`src/rtl/dipr_pkg.sv`:
```
// constants for the dac input port routing block
// assumes a 50 MHz core clock and a 160 ns channel clock period
package dipr_pkg;
    localparam int WORD_W = 16;
    localparam int Q_MSB_POS = 15;
    localparam int Q_BIT14_POS = 14;
    localparam int LOW_W = 14;
    localparam int FIFO_DEPTH = 32;
    // fifo entry: {i_valid, q_valid, i_word, q_word}
    localparam int ENTRY_W = 2 * WORD_W + 2;
    localparam int CLK_PERIOD_NS = 20;
    localparam int CHAN_PERIOD_NS = 160;
    // half channel period in core cycles, rounded down
    localparam int CHAN_HALF_CYC = CHAN_PERIOD_NS / (2 * CLK_PERIOD_NS);
    // high time of the double-rate clock: half of a half period
    localparam int DBL_HIGH_CYC = (CHAN_HALF_CYC / 2 < 1) ? 1 : CHAN_HALF_CYC / 2;
    localparam int CNT_W = 8;
    localparam logic [WORD_W-1:0] WORD_RST = 16'h0000;
endpackage : dipr_pkg

```
`src/rtl/dipr_fifo.sv`:
```
// synchronous fifo with valid/ready on both sides
// assumes one clock and an already synchronised active-low reset
`timescale 1ns/1ps
module dipr_fifo #(
    parameter int WIDTH = 34,
    parameter int DEPTH = 32
) (
    input wire logic clock,
    input wire logic rst_n,
    input wire logic in_valid,
    output logic in_ready,
    input wire logic [WIDTH-1:0] in_data,
    output logic out_valid,
    input wire logic out_ready,
    output logic [WIDTH-1:0] out_data
);
    localparam int AW = $clog2(DEPTH);

    logic [WIDTH-1:0] mem [DEPTH];
    logic [AW-1:0] wr_ptr_r;
    logic [AW-1:0] rd_ptr_r;
    logic [AW:0] count_r;
    logic push;
    logic pop;

    // honest flags straight from the occupancy count
    assign in_ready = (count_r != (AW+1)'(DEPTH));
    assign out_valid = (count_r != '0);
    assign push = in_valid && in_ready;
    assign pop = out_valid && out_ready;
    assign out_data = mem[rd_ptr_r];

    // storage has no reset; only the pointers and the count carry state
    always_ff @(posedge clock) begin
        if (push) begin
            mem[wr_ptr_r] <= in_data;
        end
    end

    // pointers wrap naturally since depth is a power of two
    always_ff @(posedge clock or negedge rst_n) begin
        if (!rst_n) begin
            wr_ptr_r <= '0;
            rd_ptr_r <= '0;
            count_r <= '0;
        end else begin
            if (push) begin
                wr_ptr_r <= wr_ptr_r + 1'b1;
            end
            if (pop) begin
                rd_ptr_r <= rd_ptr_r + 1'b1;
            end
            if (push && !pop) begin
                count_r <= count_r + 1'b1;
            end else if (pop && !push) begin
                count_r <= count_r - 1'b1;
            end
        end
    end
endmodule : dipr_fifo

```
`src/rtl/dipr_top.sv`:
```
// pin steering for the two sample ports and the serial pin directions
// assumes all pins are asynchronous to clock; config bits and serial
// engine signals come from logic on clock
`timescale 1ns/1ps
module dipr_top (
    input wire logic clock,
    input wire logic rst_n,
    // configuration bits
    input wire logic single_port_mode,
    input wire logic channel_select_polarity,
    input wire logic sample_clock_direction,
    input wire logic serial_pin_direction,
    // sample pins
    input wire logic [15:0] first_port_bits,
    input wire logic second_port_msb,
    input wire logic second_port_bit14_in,
    output logic double_rate_clock_out,
    output logic double_rate_clock_oe,
    input wire logic [13:0] second_port_low_bits,
    input wire logic sample_clock_pin_in,
    output logic sample_clock_pin_out,
    output logic sample_clock_pin_oe,
    // routed words toward the channel paths
    output logic out_valid,
    input wire logic out_ready,
    output logic out_i_valid,
    output logic out_q_valid,
    output logic [15:0] out_i_word,
    output logic [15:0] out_q_word,
    output logic overflow,
    // serial pins
    input wire logic serial_select_n,
    input wire logic instr_read,
    input wire logic read_data,
    input wire logic serial_data_in,
    output logic serial_data_out,
    output logic serial_data_oe,
    output logic serial_write_data,
    output logic serial_read_pin_out,
    output logic serial_read_pin_oe
);
    localparam int WW = dipr_pkg::WORD_W;
    localparam int EW = dipr_pkg::ENTRY_W;
    localparam int CW = dipr_pkg::CNT_W;

    // true when a single-port word belongs to the Q channel
    function automatic logic word_is_q(input logic sel, input logic pol);
        return sel == pol;
    endfunction : word_is_q

    logic rst_s1_r;
    logic rst_s2_r;
    logic rst_int_n;
    logic [WW-1:0] p1_s1_r;
    logic [WW-1:0] p1_s2_r;
    logic [WW-1:0] p2_s1_r;
    logic [WW-1:0] p2_s2_r;
    logic sclk_s1_r;
    logic sclk_s2_r;
    logic sclk_d_r;
    logic cs_s1_r;
    logic cs_s2_r;
    logic sdi_s1_r;
    logic sdi_s2_r;
    logic [CW-1:0] div_cnt_r;
    logic int_clk_r;
    logic int_clk_d_r;
    logic [CW-1:0] dbl_cnt_r;
    logic dbl_r;
    logic chan_level;
    logic chan_prev;
    logic rise;
    logic any_edge;
    logic latch;
    logic [WW-1:0] q_word;
    logic [EW-1:0] entry_nxt;
    logic fifo_in_ready;
    logic [EW-1:0] fifo_out_data;
    logic overflow_r;
    logic [2:0] prime_r;

    // reset asserts at once and releases after two clock edges
    always_ff @(posedge clock or negedge rst_n) begin
        if (!rst_n) begin
            rst_s1_r <= 1'b0;
            rst_s2_r <= 1'b0;
        end else begin
            rst_s1_r <= 1'b1;
            rst_s2_r <= rst_s1_r;
        end
    end
    assign rst_int_n = rst_s2_r;

    // two-stage synchronisers for every pin input
    always_ff @(posedge clock or negedge rst_int_n) begin
        if (!rst_int_n) begin
            p1_s1_r <= dipr_pkg::WORD_RST;
            p1_s2_r <= dipr_pkg::WORD_RST;
            p2_s1_r <= dipr_pkg::WORD_RST;
            p2_s2_r <= dipr_pkg::WORD_RST;
            sclk_s1_r <= 1'b0;
            sclk_s2_r <= 1'b0;
            sclk_d_r <= 1'b0;
            cs_s1_r <= 1'b1;
            cs_s2_r <= 1'b1;
            sdi_s1_r <= 1'b0;
            sdi_s2_r <= 1'b0;
        end else begin
            p1_s1_r <= first_port_bits;
            p1_s2_r <= p1_s1_r;
            p2_s1_r <= {second_port_msb, second_port_bit14_in, second_port_low_bits};
            p2_s2_r <= p2_s1_r;
            sclk_s1_r <= sample_clock_pin_in;
            sclk_s2_r <= sclk_s1_r;
            sclk_d_r <= sclk_s2_r;
            cs_s1_r <= serial_select_n;
            cs_s2_r <= cs_s1_r;
            sdi_s1_r <= serial_data_in;
            sdi_s2_r <= sdi_s1_r;
        end
    end

    // internal channel-rate clock, driven out when the pin is an output
    always_ff @(posedge clock or negedge rst_int_n) begin
        if (!rst_int_n) begin
            div_cnt_r <= '0;
            int_clk_r <= 1'b0;
            int_clk_d_r <= 1'b0;
        end else begin
            int_clk_d_r <= int_clk_r;
            if (div_cnt_r == CW'(dipr_pkg::CHAN_HALF_CYC - 1)) begin
                div_cnt_r <= '0;
                int_clk_r <= ~int_clk_r;
            end else begin
                div_cnt_r <= div_cnt_r + 1'b1;
            end
        end
    end
    assign sample_clock_pin_out = int_clk_r;
    assign sample_clock_pin_oe = sample_clock_direction;

    // pick the channel clock: sampled pin or own divider
    assign chan_level = sample_clock_direction ? int_clk_r : sclk_s2_r;
    assign chan_prev = sample_clock_direction ? int_clk_d_r : sclk_d_r;
    // the clock synchroniser resets low, so a pin already high at release would
    // look like an edge; edges count only once the pipeline holds real samples
    always_ff @(posedge clock or negedge rst_int_n) begin
        if (!rst_int_n) begin
            prime_r <= 3'h0;
        end else begin
            prime_r <= {prime_r[1:0], 1'b1};
        end
    end
    assign rise = prime_r[2] && chan_level && !chan_prev;
    assign any_edge = prime_r[2] && (chan_level != chan_prev);
    // single-port words come twice per channel period, so both edges latch
    assign latch = single_port_mode ? any_edge : rise;

    // double-rate clock: high pulse at every channel edge
    always_ff @(posedge clock or negedge rst_int_n) begin
        if (!rst_int_n) begin
            dbl_cnt_r <= '0;
            dbl_r <= 1'b0;
        end else if (any_edge) begin
            dbl_cnt_r <= CW'(dipr_pkg::DBL_HIGH_CYC - 1);
            dbl_r <= 1'b1;
        end else if (dbl_cnt_r != '0) begin
            dbl_cnt_r <= dbl_cnt_r - 1'b1;
        end else begin
            dbl_r <= 1'b0;
        end
    end
    assign double_rate_clock_out = dbl_r;
    // the shared pin only drives in single-port mode; otherwise it is Q bit 14
    assign double_rate_clock_oe = single_port_mode;

    // Q word from the second port: select pin on top, shared pin below
    assign q_word = {p2_s2_r[dipr_pkg::Q_MSB_POS],
                     p2_s2_r[dipr_pkg::Q_BIT14_POS],
                     p2_s2_r[dipr_pkg::LOW_W-1:0]};

    // build one fifo entry per latch event
    always_comb begin
        if (!single_port_mode) begin
            entry_nxt = {1'b1, 1'b1, p1_s2_r, q_word};
        end else if (word_is_q(p2_s2_r[dipr_pkg::Q_MSB_POS], channel_select_polarity)) begin
            entry_nxt = {1'b0, 1'b1, dipr_pkg::WORD_RST, p1_s2_r};
        end else begin
            entry_nxt = {1'b1, 1'b0, p1_s2_r, dipr_pkg::WORD_RST};
        end
    end

    // the pins cannot be stalled, so a word meeting a full fifo is lost
    always_ff @(posedge clock or negedge rst_int_n) begin
        if (!rst_int_n) begin
            overflow_r <= 1'b0;
        end else if (latch && !fifo_in_ready) begin
            overflow_r <= 1'b1;
        end
    end
    assign overflow = overflow_r;

    dipr_fifo #(
        .WIDTH(EW),
        .DEPTH(dipr_pkg::FIFO_DEPTH)
    ) u_fifo (
        .clock(clock),
        .rst_n(rst_int_n),
        .in_valid(latch),
        .in_ready(fifo_in_ready),
        .in_data(entry_nxt),
        .out_valid(out_valid),
        .out_ready(out_ready),
        .out_data(fifo_out_data)
    );
    assign out_i_valid = fifo_out_data[EW-1];
    assign out_q_valid = fifo_out_data[EW-2];
    assign out_i_word = fifo_out_data[2*WW-1:WW];
    assign out_q_word = fifo_out_data[WW-1:0];

    // serial pin directions, registered so the pins never glitch
    always_ff @(posedge clock or negedge rst_int_n) begin
        if (!rst_int_n) begin
            serial_data_out <= 1'b0;
            serial_data_oe <= 1'b0;
            serial_read_pin_out <= 1'b0;
            serial_read_pin_oe <= 1'b0;
        end else begin
            serial_data_out <= read_data;
            // three-wire mode: direction from the instruction read bit
            serial_data_oe <= !cs_s2_r && (!serial_pin_direction || instr_read);
            serial_read_pin_out <= read_data;
            serial_read_pin_oe <= !cs_s2_r && !serial_pin_direction;
        end
    end
    assign serial_write_data = sdi_s2_r;
endmodule : dipr_top

```
`config.mk`:
```
export PLATFORM = sky130hd
export DESIGN_NAME = dipr_top
export DESIGN_NICKNAME = d
export VERILOG_FILES = /design/src/rtl/dipr_pkg.sv /design/src/rtl/dipr_fifo.sv /design/src/rtl/dipr_top.sv
export SDC_FILE = /design/constraint.sdc
export NUM_CORES = 1
export LEC_CHECK = 0
export BUFFER_PORTS_ARGS = -buffer_cell sky130_fd_sc_hd__buf_2
export CAP_MARGIN = 20
export CORE_ASPECT_RATIO = 0.9
export CORE_MARGIN = 2
export CORE_UTILIZATION = 55
export CTS_BUF_LIST = sky130_fd_sc_hd__clkbuf_16
export DETAILED_ROUTE_END_ITERATION = 16
export PLACE_DENSITY = 0.8
export SLEW_MARGIN = 20
export SYNTH_ARGS = -nofsm -noshare
export SYNTH_HDL_FRONTEND = slang
export SYNTH_SLANG_ARGS = --single-unit
```
`constraint.sdc`:
```
create_clock -name clock -period 4.4 [get_ports clock]
set_input_delay 0.88 -clock clock [delete_from_list [all_inputs] [get_ports clock]]
set_output_delay 0.88 -clock clock [all_outputs]
set_load 0.01 [all_outputs]
```
== Yosys cells after proc, flatten, opt, wreduce, memory -nomap -nowiden ==
Memory sizes are Yosys's and may differ from the RTL's.
Index checks and enable logic that the tools add are counted.
W data, S select, Z words.
Operators by class
  bitwise operators: 1
  eq/ne operators: 5
  order comparisons: 0
  mux-type cells: 14
  reduce and logical (&&, ||, !) cells: 21
  $mul: 0
  shift-type cells: 0
  div/mod/pow operators: 0
  $add $sub $neg: 6
Operator list (number)
  $mux W34: 2
  $mux W8: 3
  $mux W6: 2
  $add A5 B1 Y5 const B: 2
  $logic_and A1 B1 Y1: 10
  $add A8 B1 Y8 const B: 1
  $eq A8 B2 Y1 const B: 1
  $reduce_bool A8 Y1: 1
  $sub A8 B1 Y8 const B: 1
  $mux W1: 7
  $add A6 B1 Y6 const B: 1
  $logic_not A1 Y1: 6
  $ne A6 B6 Y1 const B: 1
  $reduce_bool A6 Y1: 1
  $sub A6 B1 Y6 const B: 1
  $reduce_bool A2 Y1: 2
  $ne A2 B2 Y1 const B: 1
  $eq A1 B1 Y1: 1
  $logic_or A1 B1 Y1: 1
  $ne A1 B1 Y1: 1
  $not A1 Y1: 1
Storage, ports and cells
  memories: 1
  bits of input ports: 44
  bits in read-only memories: 0
  bits in latches: 0
  output and inout bits: 45
  memory bits (writable): 1088
  register bits after elaboration: 115
Memories
  u_fifo.mem: words 32, bits a word 34, rd ports 1, clocked after Yosys merged registers in 0, write ports 1, line dipr_fifo.sv:19  | logic [WIDTH-1:0] mem [DEPTH];

== Depth between registers and ports, before layout ==
  depth in word-level cells: 9
  depth in mapped cells: 11
  gate-level depth less buffers: 10

== Modules after synthesis ==
From an unflattened synthesis, not the netlist that was laid out.
Second synthesis, totals
  cells, all modules: 2132
  area, all modules: 45372.3 sq um
Modules (own cells, without submodules)
  dipr_fifo: sequential area each 33071.7 sq um, area each 42056.6 sq um, cells each 1914, instances 1
  dipr_top: sequential area each 2479.9 sq um, area each 3315.7 sq um, cells each 218, instances 1

== Least setup slack after synthesis ==
No wires, ideal clock.
  kind: input to register
  start: in single_port_mode
  end: mem u_fifo.mem[31][0] (enable)
  buffers on the path: 2
  arrival: 3.187 ns
  path slack: 0.788 ns
  stages on the path: 5
  data required time: 3.975 ns
  library setup time: 0.425 ns
  cells stage by stage: buf_2 -> or2_2 -> clkbuf_1 -> nand4_1 -> nor2_1
On the way
  word-level cells in the longest chain between the ends: 4
Ends and longest elaborated chain
  start: declaration: line dipr_top.sv:9  | input wire logic single_port_mode,
  $mux W1: line dipr_top.sv:157  | assign latch = single_port_mode ? any_edge : rise;
  $logic_and A1 B1 Y1: line dipr_fifo.sv:29  | assign push = in_valid && in_ready;
  $mux W1: line dipr_fifo.sv:35  | if (push) begin
  $mux W1 (not written as such): line dipr_fifo.sv:36  | mem[wr_ptr_r] <= in_data;
  end: declaration: line dipr_fifo.sv:19
Every way passes these cells.

== Worst setup path after layout ==
  start: reg u_fifo.rd_ptr_r[1]
  end: out out_q_valid
On the way
  word-level cells in the longest chain between the ends: 1
Ends and longest elaborated chain
  start: declaration: line dipr_fifo.sv:21  | logic [AW-1:0] rd_ptr_r;
  start signal: assignment: line dipr_fifo.sv:51  | rd_ptr_r <= rd_ptr_r + 1'b1;
  $mem_v2 Z32 W34
  end: declaration: line dipr_top.sv:27  | output logic out_q_valid,
Every way passes these cells.

==> results.txt <==
- In this run the worst path has a maximum fanout of 38.
* Placed insts: around 3,300
- Summing all non-filler instances in the final layout gives an area of 51,600 um2.
- The via count of the first global-routing pass is about 24,000.
- For this run, the register share of the synthesized area comes to around 78%.
* Total core area: just over 80,000 um2
* Critical setup path kind: flip-flop to output port
- After detailed routing, the met2 layer carries between 50,000 and 60,000 um of wire.
- edfxtp_1 takes more of the synthesized area than any other cell.
- Required time worst endpoint: about 3.5 ns
* Routed wire length: approximately 110,000 um
* Post-synthesis cell count: between 2,000 and 2,500
* Non-filler instance count after layout: 3,511
* Most frequent standard cell in the layout excluding fill and tap cells: edfxtp_1
* Top FF cell, synth: edfxtp_1
- Routability-driven placement finished with a final weighted congestion of around 0.8.
- Setup repair after global routing missed its margin: no
- Clock insertion delay at the later pin of the skew report: between 0.6 and 0.7 ns
- The count of nets left with antenna violations once routing finished came out at 0.
* Instance count along the most critical hold path: 1
* Worst-case setup margin in the final layout: 0.0364 ns
* TritonCTS clock tree: done
- Proportion of layout cells with a drive suffix above 1: 25.7%
- DR iter-0 viols: 3,838
- After layout, the worst path uses 99.2% of the clock period.
* Final net count: approximately 2,400
- CTS Sinks: around 1,200
- Fill cell total of the finished layout: roughly 5,300
* Number of flops mapped to enable cells by yosys: between 1,000 and 1,500
* Worst reg2reg path depth: 10
- The final-report max-slew violation count was 0.
* CP startpoint kind: flip-flop
- The HPWL after detailed placement is approximately 62,000 um.
- Post-placement cell area: approximately 48,000 um2
- Flip-flop and latch count after synthesis: roughly 1,200
- Fmax: about 0.23 GHz
* Layout overhead on the synthesized area: 13.6%
* Worst-margin pin slew: between 1 and 1.5 ns
- Max Clock Skew: about 0.015 ns
- Across the run, the number of max-cap violations was 0.
* Outcome: complete, no violations
* Row Count: 100
- For this run, the total global-route usage over all layers was measured as between 20% and 30%.
- Syn Std Cell Area: around 45,000 um2
- Post-synth top area share: a little under three quarters
- For this run the aggregate overflow at the end of global routing stands at 0.
- Routed met3 length: 13,800 um
- X dimension of the die: just over 300 um
- Port buffer count: 88
- Commonest cells after routing, fill and taps aside: edfxtp_1 (1,088), mux4_2 (205), mux2i_1 (136)
* Total leakage power: ~17 nW
- Routed length per placed instance: ~33 um
- Number of buffers between clock root and the deepest sink: 3
* Total number of vias: roughly 24,000
- From bottom edge to top edge, the die measures 277 um.
- Highest routed metal layer: met5
- Average size of a mapped cell: between 20 and 25 um2
- Kind of path behind the tightest hold check: input port to flip-flop
* Number of iterations in the first detailed-routing pass: 6
- For the final routed database, the setup TNS stands at 0 ns.
- STA classifies the critical path endpoint as an output port.
* Synthesis Warnings: 0
- Counting I/O delays and the setup requirement, the final critical path takes 4.36 ns.
* Number of H-tree levels: 3
- By area the synthesized netlist is led by edfxtp_1 (72%), mux4_2 (10%), dfrtp_1 (6.2%).
- Initial core utilization: 55.2%
- VDD sags by at most between 300 and 400 uV.
- After clock tree synthesis, the clock-pin slew on the worst setup and hold paths is roughly 0.06 ns.
- In this run the tightest slew margin relative to its limit is between 20% and 30%.
- In the final routing, the length of wire on met1 measures 41,200 um.
* DRC errors left: 0
- Final Hold Vio Count: 0
* Final setup violation count: 0
* Vias/cell: 6.78
- The synthesized netlist contains 55 unique library cells.
* Initial antenna violation count: 4
* Crit path arrival time: approximately 3.5 ns
- During I/O placement, the number of pins put on the boundary was 89.
* Power density normalized to cell area: around 600 nW/um2
- Clock root buffer: clkbuf_16
* Total die area: around 85,000 um2
- Number of buffers created by CTS: about 110
- First-pass GRT wire length: between 150,000 and 200,000 um
- Pre-CTS worst setup slack: roughly 0.73 ns
* Antenna diodes: 0
- In the synthesized netlist the async set-or-reset flop fraction comes to a little under a tenth.
- Largest net degree at the start of global routing: 67
[cell type report]
cell class / count / area (um2) / area share, %
Tap cell: 1071 / 1340 / 2.60
Sequential cell: 1203 / 35600 / 68.9
Multi-Input combinational cell: 808 / 9410 / 18.2
Clock inverter: 84 / 626 / 1.21
Clock buffer: 112 / 2800 / 5.43
Inverter: 25 / 93.8 / 0.182
Timing Repair Buffer: 208 / 1780 / 3.44
[state kept, by name (all words and copies together), names as in the netlist, 3 cells and up]
name	flops
p1_s1_r	16
p2_s2_r	16
dbl_cnt_r	8
u_fifo.wr_ptr_r	5
prime_r	3
p1_s2_r	16
u_fifo.rd_ptr_r	5
u_fifo.count_r	6
div_cnt_r	8
u_fifo.mem	1088
p2_s1_r	16
[path summary, 6_finish.rpt]
kind	slack, ns	start	to
max	0.04	u_fifo.rd_ptr_r[1]	out_q_valid
min	0.30	serial_select_n	cs_s1_r
max reg2reg	1.27	u_fifo.count_r[3]	u_fifo.count_r[5]
min reg2reg	0.34	p2_s1_r[10]	p2_s2_r[10]
max in group asynchronous	2.80	rst_int_n	p1_s1_r[14]
min in group asynchronous	0.50	rst_int_n	u_fifo.wr_ptr_r[3]
[what timing repair did]
item,CTS,global route
endpoints found under the hold margin,2,0
gates resized for setup,0,2
hold buffers,1,0
setup endpoints to repair,0,7
buffers inserted,0,1
[logic make-up after synthesis]
logic type	count (synthesis)	share of synthesized area, %
DFF	1203	78.2
muxes	344	13.2
AOI/OAI and AO/OA	275	4.25
buffers and inverters	144	1.76
and+or+nand+nor	143	1.59
xor gates and xnor gates	29	0.559
adders and majority gates	14	0.402
other	1	0.00825
[Yosys cell counts (all sizes together) (17+ instances only)]
| cell | number |
|---|---|
| a21oi | 70 |
| a22oi | 99 |
| and2 | 17 |
| buf | 66 |
| clkbuf | 53 |
| dfrtp | 113 |
| edfxtp | 1088 |
| inv | 24 |
| mux2i | 136 |
| mux4 | 205 |
| nand2 | 28 |
| nor2 | 49 |
| o21ai | 23 |
| o221ai | 66 |
| xnor2 | 19 |
[layer usage]
layer,GRT usage (%),vias to the layer above
li1,-,9316
met5,0,-
met1,37.3,12300
met2,42.9,1836
met3,6.13,302
met4,9.76,2
[worst max-delay path, stage by stage, from the launching register on]
cell and delay, ns:
dfrtp_4 0.80, nand3b_1 0.23, buf_6 0.39, o22ai_1 0.19, a2111oi_1 0.70, a311oi_1 0.24
buf_2 0.24
[power breakdown]
| group | leakage [nW] | switching [mW] | internal, mW |
|---|---|---|---|
| Sequential | 11.2 | 0.451 | 12.9 |
| Combinational | 4.28 | 4.96 | 3.64 |
| Clock | 1.77 | 4.08 | 5.08 |
[through the flow]
stage | util [%] | total power, mW | hold slack [ns]
detailed placement | 58.5 | 22.0 | 0.336
CTS | 62.6 | 31.0 | 0.272
finish | 62.7 | 31.1 | 0.300
floorplan | - | 19.1 | 0.331
global placement | 58.5 | 21.7 | 0.333
global route | 62.7 | 32.0 | 0.280
Power figures use the tool's default switching activity.
